--- config.mk ---
export PLATFORM = sky130hd
export DESIGN_NAME = lcd_reset_sequencer
export DESIGN_NICKNAME = d
export VERILOG_FILES = /design/src/rtl/lcd_reset_pkg.sv /design/src/rtl/spike_filter.sv /design/src/rtl/lcd_reset_sequencer.sv
export VERILOG_INCLUDE_DIRS = /design/src /design/src/rtl
export SDC_FILE = /design/constraint.sdc
export NUM_CORES = 1
export LEC_CHECK = 0
export BUFFER_PORTS_ARGS = -buffer_cell sky130_fd_sc_hd__buf_2
export CAP_MARGIN = 20
export CORE_MARGIN = 3
export CORE_UTILIZATION = 35
export DETAILED_ROUTE_END_ITERATION = 6
export PLACE_DENSITY = 0.51
export SLEW_MARGIN = 20
export SYNTH_ARGS = -nofsm -noshare
export SYNTH_HDL_FRONTEND = slang
export SYNTH_HIERARCHICAL = 1
export SYNTH_SLANG_ARGS = --single-unit
--- constraint.sdc ---
create_clock -name clk -period 4.92 [get_ports clk]
set_clock_uncertainty 0.05 [all_clocks]
set_input_delay 0 -clock clk [delete_from_list [all_inputs] [get_ports clk]]
set_output_delay 0 -clock clk [all_outputs]
set_load 0.02 [all_outputs]
--- src/rtl/lcd_reset_cfg.svh ---
`ifndef LCD_RESET_CFG_SVH
`define LCD_RESET_CFG_SVH
// =====================================================
// timing figures in their own units, clock rate in kHz
`define CLK_KHZ 40000
`define SPIKE_REJECT_NS 5000
`define SPIKE_ACCEPT_NS 9000
`define RESET_LOW_MIN_WIDTH_NS 10000
`define RELOAD_MAX_US 5000
`define BLANK_MAX_US 120000
`define RESET_RELEASE_SLEEP_US 5000
`define RESET_RELEASE_AWAKE_US 120000
// cycle counts: least times round up; reload and blanking take half their longest time, rounded down
`define SPIKE_ACCEPT_CYC ((`SPIKE_ACCEPT_NS * `CLK_KHZ + 999999) / 1000000)
`define RELOAD_CYC ((`RELOAD_MAX_US * (`CLK_KHZ / 1000)) / 2)
`define BLANK_CYC ((`BLANK_MAX_US * (`CLK_KHZ / 1000)) / 2)
`define RELEASE_AWAKE_CYC (`RESET_RELEASE_AWAKE_US * (`CLK_KHZ / 1000))
// default register value restored after a hardware reset, and the number of words reloaded
`define COMMON_ELECTRODE_DEFAULT 8'h20
`define ID_WORDS 4
`endif

--- src/rtl/lcd_reset_pkg.sv ---
package lcd_reset_pkg;
  // =====================================================
  // sequencer states
  typedef enum logic [2:0] {
    st_run,
    st_blanking,
    st_held,
    st_reload,
    st_settle
  } seq_state_t;

  // configuration word read back from non-volatile storage
  typedef struct packed {
    logic [7:0] addr;
    logic [7:0] data;
  } nv_word_t;

  // loaded configuration presented to the rest of the driver
  typedef struct packed {
    logic [23:0] id_bytes;
    logic [7:0] common_electrode_level;
  } cfg_image_t;
endpackage

--- src/rtl/spike_filter.sv ---
`include "lcd_reset_cfg.svh"
// =====================================================
// spike filter: level must be stable for ACCEPT cycles to change
module spike_filter
  import lcd_reset_pkg::*;
#(
  parameter int ACCEPT = `SPIKE_ACCEPT_CYC
) (
  input wire logic clk,
  input wire logic rst_b,
  input wire logic raw_n,
  output logic clean_n
);
  initial begin
    if (ACCEPT < 2) $error("spike_filter: ACCEPT too small");
  end

  logic sync1;
  logic sync2;
  logic [$clog2(ACCEPT+1)-1:0] stable;

  // two-flop synchroniser for the asynchronous pin
  always_ff @(posedge clk) begin
    if (!rst_b) begin
      sync1 <= 1'b1;
      sync2 <= 1'b1;
    end else begin
      sync1 <= raw_n;
      sync2 <= sync1;
    end
  end

  // a change shorter than ACCEPT restarts the count, in both directions,
  // so spikes inside an asserted reset are rejected too
  always_ff @(posedge clk) begin
    if (!rst_b) begin
      stable <= '0;
      clean_n <= 1'b1;
    end else if (sync2 == clean_n) begin
      stable <= '0;
    end else if (stable == ($clog2(ACCEPT+1))'(ACCEPT - 1)) begin
      // the new level has now been seen on ACCEPT edges in a row
      stable <= '0;
      clean_n <= sync2;
    end else begin
      stable <= stable + 1'b1;
    end
  end
endmodule // spike_filter

--- src/rtl/lcd_reset_sequencer.sv ---
`include "lcd_reset_cfg.svh"
module lcd_reset_sequencer
  import lcd_reset_pkg::*;
#(
  parameter int ACCEPT_CYC = `SPIKE_ACCEPT_CYC,
  parameter int RELOAD_CYC = `RELOAD_CYC,
  parameter int BLANK_CYC = `BLANK_CYC,
  parameter int AWAKE_CYC = `RELEASE_AWAKE_CYC,
  parameter int ID_WORDS = `ID_WORDS
) (
  input wire logic clk,
  input wire logic rst_b,
  input wire logic hw_reset_n,
  input wire logic awake,
  input wire nv_word_t nv_word,
  input wire logic nv_valid,
  output logic nv_req,
  output logic panel_blank,
  output logic defaults_load,
  output logic ready,
  output cfg_image_t cfg
);
  initial begin
    if (RELOAD_CYC < 1 || BLANK_CYC < 1 || AWAKE_CYC < RELOAD_CYC)
      $error("lcd_reset_sequencer: bad timing parameters");
    if (ID_WORDS < 4) $error("lcd_reset_sequencer: ID_WORDS below 4");
  end

  // =====================================================
  // filtered reset level
  logic reset_clean_n;

  spike_filter #(
    .ACCEPT(ACCEPT_CYC)
  ) u_filter (
    .clk(clk),
    .rst_b(rst_b),
    .raw_n(hw_reset_n),
    .clean_n(reset_clean_n)
  );

  // =====================================================
  // state and timing
  seq_state_t state;
  logic [$clog2(AWAKE_CYC+1)-1:0] timer;
  logic [$clog2(AWAKE_CYC+1)-1:0] settle_limit;
  logic was_awake;
  logic [$clog2(ID_WORDS+1)-1:0] words_seen;
  logic awake_sync1;
  logic awake_sync2;

  // awake comes from the display-state logic on this clock: no sync
  // needed, but a two-flop pipeline keeps its read in step with the two synchroniser flops
  always_ff @(posedge clk) begin
    if (!rst_b) begin
      awake_sync1 <= 1'b0;
      awake_sync2 <= 1'b0;
    end else begin
      awake_sync1 <= awake;
      awake_sync2 <= awake_sync1;
    end
  end

  function automatic logic [$clog2(AWAKE_CYC+1)-1:0] cyc(input int n);
    cyc = ($clog2(AWAKE_CYC+1))'(n);
  endfunction

  // sequencer: entry on filtered low, reload after filtered release
  always_ff @(posedge clk) begin
    if (!rst_b) begin
      state <= st_run;
      timer <= '0;
      was_awake <= 1'b0;
      settle_limit <= '0;
    end else begin
      unique case (state)
        st_run: begin
          timer <= '0;
          if (!reset_clean_n) begin
            was_awake <= awake_sync2;
            state <= awake_sync2 ? st_blanking : st_held;
          end
        end
        st_blanking: begin
          // blanking finishes inside the 120 ms budget, then holds
          timer <= timer + 1'b1;
          if (timer == cyc(BLANK_CYC - 1)) begin
            state <= st_held;
            timer <= '0;
          end
        end
        st_held: begin
          timer <= '0;
          if (reset_clean_n) begin
            state <= st_reload;
          end
        end
        st_reload: begin
          timer <= timer + 1'b1;
          if (!reset_clean_n) begin
            state <= st_held;
            timer <= '0;
          end else if (words_seen == ($clog2(ID_WORDS+1))'(ID_WORDS)
              || timer == cyc(RELOAD_CYC - 1)) begin
            // storage that stalls is cut off so the reload deadline holds
            state <= st_settle;
            settle_limit <= was_awake ? cyc(AWAKE_CYC - 1)
                : cyc(RELOAD_CYC - 1);
          end
        end
        st_settle: begin
          timer <= timer + 1'b1;
          if (!reset_clean_n) begin
            state <= st_held;
            timer <= '0;
          end else if (timer >= settle_limit) begin
            state <= st_run;
          end
        end
        default: state <= st_run;
      endcase
    end
  end

  // =====================================================
  // configuration reload from non-volatile storage
  always_ff @(posedge clk) begin
    if (!rst_b) begin
      words_seen <= '0;
      nv_req <= 1'b0;
      cfg <= '{id_bytes: 24'h00_0000,
               common_electrode_level: `COMMON_ELECTRODE_DEFAULT};
    end else if (state == st_held) begin
      words_seen <= '0;
      nv_req <= 1'b0;
      // defaults apply first; storage then overwrites them
      cfg <= '{id_bytes: 24'h00_0000,
               common_electrode_level: `COMMON_ELECTRODE_DEFAULT};
    end else if (state == st_reload) begin
      nv_req <= (words_seen != ($clog2(ID_WORDS+1))'(ID_WORDS));
      if (nv_valid && nv_req) begin
        words_seen <= words_seen + 1'b1;
        unique case (nv_word.addr)
          8'h00: cfg.id_bytes[23:16] <= nv_word.data;
          8'h01: cfg.id_bytes[15:8] <= nv_word.data;
          8'h02: cfg.id_bytes[7:0] <= nv_word.data;
          8'h03: cfg.common_electrode_level <= nv_word.data;
          default: ; // unknown addresses are other settings, skipped
        endcase
      end
    end else begin
      nv_req <= 1'b0;
    end
  end

  // =====================================================
  // outputs to panel and command decoder, all registered
  always_ff @(posedge clk) begin
    if (!rst_b) begin
      panel_blank <= 1'b1;
      defaults_load <= 1'b1;
      ready <= 1'b0;
    end else begin
      panel_blank <= (state != st_run);
      defaults_load <= (state == st_held);
      ready <= (state == st_run) && reset_clean_n;
    end
  end
endmodule // lcd_reset_sequencer

# == After elaboration in Yosys (flattened, before gate mapping) ==
# Index checks and enable logic that the tools add are counted.
# classes
n_addsub,3
n_lt_le_gt_ge,1
n_eq_ne,18
mux,13
n_bitwise,4
n_reduce_logical,21
# ops
op,n
23-bit 2-to-1 mux,3
23-bit one-hot mux with 3 select lines,1
23-bit by 1-bit adder with 23-bit output (second input constant),1
23-bit by 17-bit equality test with 1-bit output (second input constant),1
23-bit by 22-bit equality test with 1-bit output (second input constant),1
23-bit >= comparator,1
3-bit 2-to-1 mux,7
8-bit by 2-bit equality test with 1-bit output (second input constant),2
3-bit one-hot mux with 5 select lines,1
3-bit AND reduction,5
9-bit by 1-bit adder with 9-bit output (second input constant),1
9-bit equality test (second input constant),1
3-bit != test (second input constant),3
8-bit by 1-bit equality test with 1-bit output (second input constant),1
8-bit logical NOT,1
3-bit by 2-bit equality test with 1-bit output (second input constant),2
3-bit equality test (second input constant),2
2-bit AND reduction,3
3-bit nonzero test,2
2-bit OR reduction,3
3-bit OR reduction,2
5-bit AND reduction,1
2-bit != test (second input constant),2
1-bit NOT,4
8 further kinds,9
# word_totals
regBits,103
inputBits,21
out_inout_bits,36
wordCells,79

# == Longest topological paths before layout ==
# depth
depth_word,5
depth_mapped,8
mapped_depth_nobuf,8

# == Modules after synthesis ==
# The synthesis kept the hierarchy.
# modules_own_cells
mod,instances,cells_each,area_each_um2,seq_area_each_um2
lcd_reset_sequencer,1,377,3388.2,1421.4
spike_filter,1,52,509.2,240.2

# == Least setup slack after synthesis ==
# No wires, ideal clock.
# synth_timing
kind,reg-to-reg
from,register timer[18]
to,register settle_limit[19]
setup_ps,116
t_arrival_ps,1933
required_time_ps,4754
path_slack_ps,2821
stages_incl_launch_ff,7
path_buffers,0
synth_period_minus_slack_ps,2099
cell_sequence,dfxtp_1 -> or4_1 -> or4_1 -> o2111ai_2 -> and2b_2 -> mux2i_1 -> nor2b_1
# synth_via
elab_chain_len,3
# synth_lines
item,line,text
"start, declared",lcd_reset_sequencer.sv:45,logic [$clog2(AWAKE_CYC+1)-1:0] timer;
"start signal, assigned",lcd_reset_sequencer.sv:86,timer <= timer + 1'b1;
"start signal, assigned",lcd_reset_sequencer.sv:99,timer <= timer + 1'b1;
"start signal, assigned",lcd_reset_sequencer.sv:112,timer <= timer + 1'b1;
23-bit by 17-bit equality test with 1-bit output,lcd_reset_sequencer.sv:104,|| timer == cyc(RELOAD_CYC - 1)) begin
1-bit logical OR,lcd_reset_sequencer.sv:104,
3-bit AND reduction (no source line),--,
"end signal, assigned",lcd_reset_sequencer.sv:107,settle_limit <= was_awake ? cyc(AWAKE_CYC - 1)
"end, declared",lcd_reset_sequencer.sv:46,logic [$clog2(AWAKE_CYC+1)-1:0] settle_limit;
# No other way between the ends.
# A chain may end at the register's enable or synchronous reset.

# == Worst setup path after layout ==
# layout_timing
from,register state[1]
to,register cfg[6] (netlist bit)
# layout_via
elab_chain_len,2
word_cells_on_any_way,4
classes_between,eq/ne: 2; reduce/logical: 2
# layout_lines
item,line,text
"start, declared",lcd_reset_sequencer.sv:44,seq_state_t state;
"start signal, assigned",lcd_reset_sequencer.sv:71,state <= st_run;
"start signal, assigned",lcd_reset_sequencer.sv:81,state <= awake_sync2 ? st_blanking : st_held;
"start signal, assigned",lcd_reset_sequencer.sv:88,state <= st_held;
"3-bit by 2-bit equality test with 1-bit output, on equally long branches","lcd_reset_sequencer.sv:139, lcd_reset_sequencer.sv:133",
3-bit AND reduction (no source line) or 2-bit OR reduction (tied branches),--,
"end signal, assigned",lcd_reset_sequencer.sv:131,"cfg <= '{id_bytes: 24'h00_0000,"
"end signal, assigned",lcd_reset_sequencer.sv:137,"cfg <= '{id_bytes: 24'h00_0000,"
"end, declared",lcd_reset_sequencer.sv:21,output cfg_image_t cfg
# Parallel ways exist; a longest one is shown, timed or not.

==> qor.csv <==
metric,value,unit
cell area after layout,0.004634,mm^2
#FFs+latches synth,83,
violation count after the first detailed-route iteration,129,
largest net degree at the start of global routing,37,
final setup fails,0,
Synth Instances,429,
"commonest non-fill, non-tap cell in the layout",dfxtp_1,
RePlAce Congestion,0.7899,
htree depth,3,
total power,1.369,mW
Core Rows,37,
"Arr. time, crit path",2.68,ns
P_leak,1.976,nW
critical path depth,6,
Post-DP HPWL,6103,um
Vias/cell,4.967,
slowest CP cell,dfxtp_1,
Reg area,0.001662,mm^2
Filler cells,1059,
die span in x,111.5,um
# port buffers,56,
main flop type after synthesis,dfxtp_1,
Starting Density,36.93,%
Max-Cap Viols,0,
final worst-path cycle share,50.53,%
Max VDD drop,0.0001280,V
critical path required time,5.11,ns
worst-case clock buffer depth,2,
total global routing overflow,0,
dpl cell area,0.004312,mm^2
"Area growth, synth to finish",18.91,%
Syn Nets,472,
ys async rst share,0,%
post-CTS sizing,0,
# diodes,0,
Multi-input gate area,0.002132,mm^2
clock sinks,83,
NumNets Final,538,
Crit path buffers/inverters,0,
first-pass GRT wire length,14580,um
Avg Synthesized Cell Area,9.085,um^2
Ports,57,
Clock Latency Late Sink,0.36,ns
clock slew at reported path FFs,0.09,ns
DR vias,3159,
total core area,0.01056,mm^2
wire per inst,13.48,um
Slew @ Worst Pin,0.5617,ns
kind of cell adding the most delay to the critical path,simple AND/OR/NAND/NOR gates,
"Min Clock Period, post-route",2.486,ns
vias in the first global route,3044,
worst reg-to-reg setup slack,2.43,ns
Final Non-Filler Cells,636,
worst-path maximum fanout,14,
Total Routing Usage GR,14.37,%
fmax,402.2,MHz
RSZ-0062 raised after global routing,no,
Slew HR,62.50,%
yosys warns,6,
Worst Hold Path Cells,5,
CTS tree,done,
initial antenna violation count,0,
Placed Instances,608,
cts bufs inserted,9,
DRC viols,0,
Worst Reg-to-Reg Cells,6,
Routed Antenna Nets,0,
Max stage delay on crit path,0.62,ns
"commonest non-fill, non-tap cells in the layout","dfxtp_1, nor2_1, buf_2",
"Seq/Total Area, Yosys",42.63,%
"Slew Viols, Final",0,
Vert. Die Dim,111.5,um
Hold Crit Class,in -> reg,
startpoint types,register,
WS Path Type,reg -> reg,
Pwr per Cell Area,295.4,mW/mm^2
Post-synth EDFFs,0,
Final Hold Vio Count,0,
Pre-antenna DRT Iters,4,
final wirelength,8576,um
layout cells sized above 1,17.60,%
Root Driver,clkbuf_8,
Post-Syn Area,0.003897,mm^2
crit-path cells,"nand2_1, nor3_1, and3_1, nand3_1, mux2i_1, nor2_1",
crit path capture type,register,
die area,0.01244,mm^2
Cell variety after synth,53,
setup_tns,0,ns
status,"finished, final reports clean",
tightest hold or removal path, stage by stage:
cell and delay (ns):
buf_2 0.10, nand2_1 0.07, nor3_1 0.09, xnor2_1 0.15, nor2_1 0.04
cell usage after synthesis, types with 4 or more instances:
library cell  count  area, um^2
xor2_1           16       140.1
nor4_1            6       37.54
a21oi_1          14       70.07
dfxtp_1          83        1662
inv_1            12       45.04
o21ai_0           6       30.03
nand3_1          15       75.07
nand2_1          36       135.1
clkbuf_1         14       52.55
o21ai_1           4       20.02
nor3_1           11       55.05
nand2b_1          5       31.28
nor2_1           70       262.8
o31ai_1           5       37.54
mux2i_1          39       390.4
and3_1            6       37.54
xnor2_1           9       78.83
nor2b_1           5       31.28
nand4_1           7       43.79
ha_1             22       275.3
routing by layer:
layer	track usage [%]	wire, um
met3	3.478	315
met2	22.44	3894
met5	0	0
met4	6.894	186
met1	18.66	4180
kinds of logic after synthesis:
logic type | after synthesis | synth area share (%)
mux | 39 | 10.02
fa+ha+maj | 22 | 7.062
xor+xnor | 25 | 5.618
buf+inv | 28 | 2.761
simple gates | 185 | 23.53
flops | 83 | 42.63
compound gates | 47 | 8.379
path summary, 6_finish.rpt:
check / from / to
worst max-delay path: state[1] / cfg[6]
worst min-delay path: nv_valid / words_seen[0]
worst max register to register: state[1] / cfg[6]
worst min register to register: u_filter/sync1 / u_filter/sync2
power breakdown:
| part | switching [mW] | leakage (nW) | internal (mW) |
|---|---|---|---|
| combinational | 0.0929 | 1.20 | 0.0592 |
| sequential | 0.0225 | 0.670 | 0.687 |
| clock | 0.256 | 0.104 | 0.252 |
what timing repair did:
action	CTS	global route
setup buffers	0	0
hold buffers	12	0
hold endpoints to repair	39	0
flip-flops by register name (all words and copies together) (netlist names):
| signal | count |
|---|---|
| defaults_load | 1 |
| u_filter/sync2 | 1 |
| awake_sync2 | 1 |
| cfg | 32 |
| settle_limit | 3 |
| was_awake | 1 |
| words_seen | 3 |
| u_filter/clean_n | 1 |
| u_filter/sync1 | 1 |
| timer | 23 |
| panel_blank | 1 |
| ready | 1 |
| awake_sync1 | 1 |
| u_filter/stable | 9 |
| state | 3 |
| nv_req | 1 |
metrics by stage:
stage | hold WS [ns] | util [%] | worst slack, ns
after floorplan | 0.02304 | - | 2.821
after global routing | 0.1214 | 43.91 | 2.074
after global placement | 0.1345 | 40.85 | 2.546
after CTS | 0.06049 | 43.91 | 2.441
after detailed placement | 0.1325 | 40.85 | 2.448
final | 0.07051 | 43.91 | 2.434
layout make-up:
class | count | share of cell area [%]
multi-input combinational | 318 | 46.00
sequential | 83 | 35.85
timing repair buffer | 71 | 9.125
tap | 136 | 3.672
clock buffer | 11 | 3.051
clock inverter | 5 | 1.323
inverter | 12 | 0.9719
(Power assumes the default switching activity.)
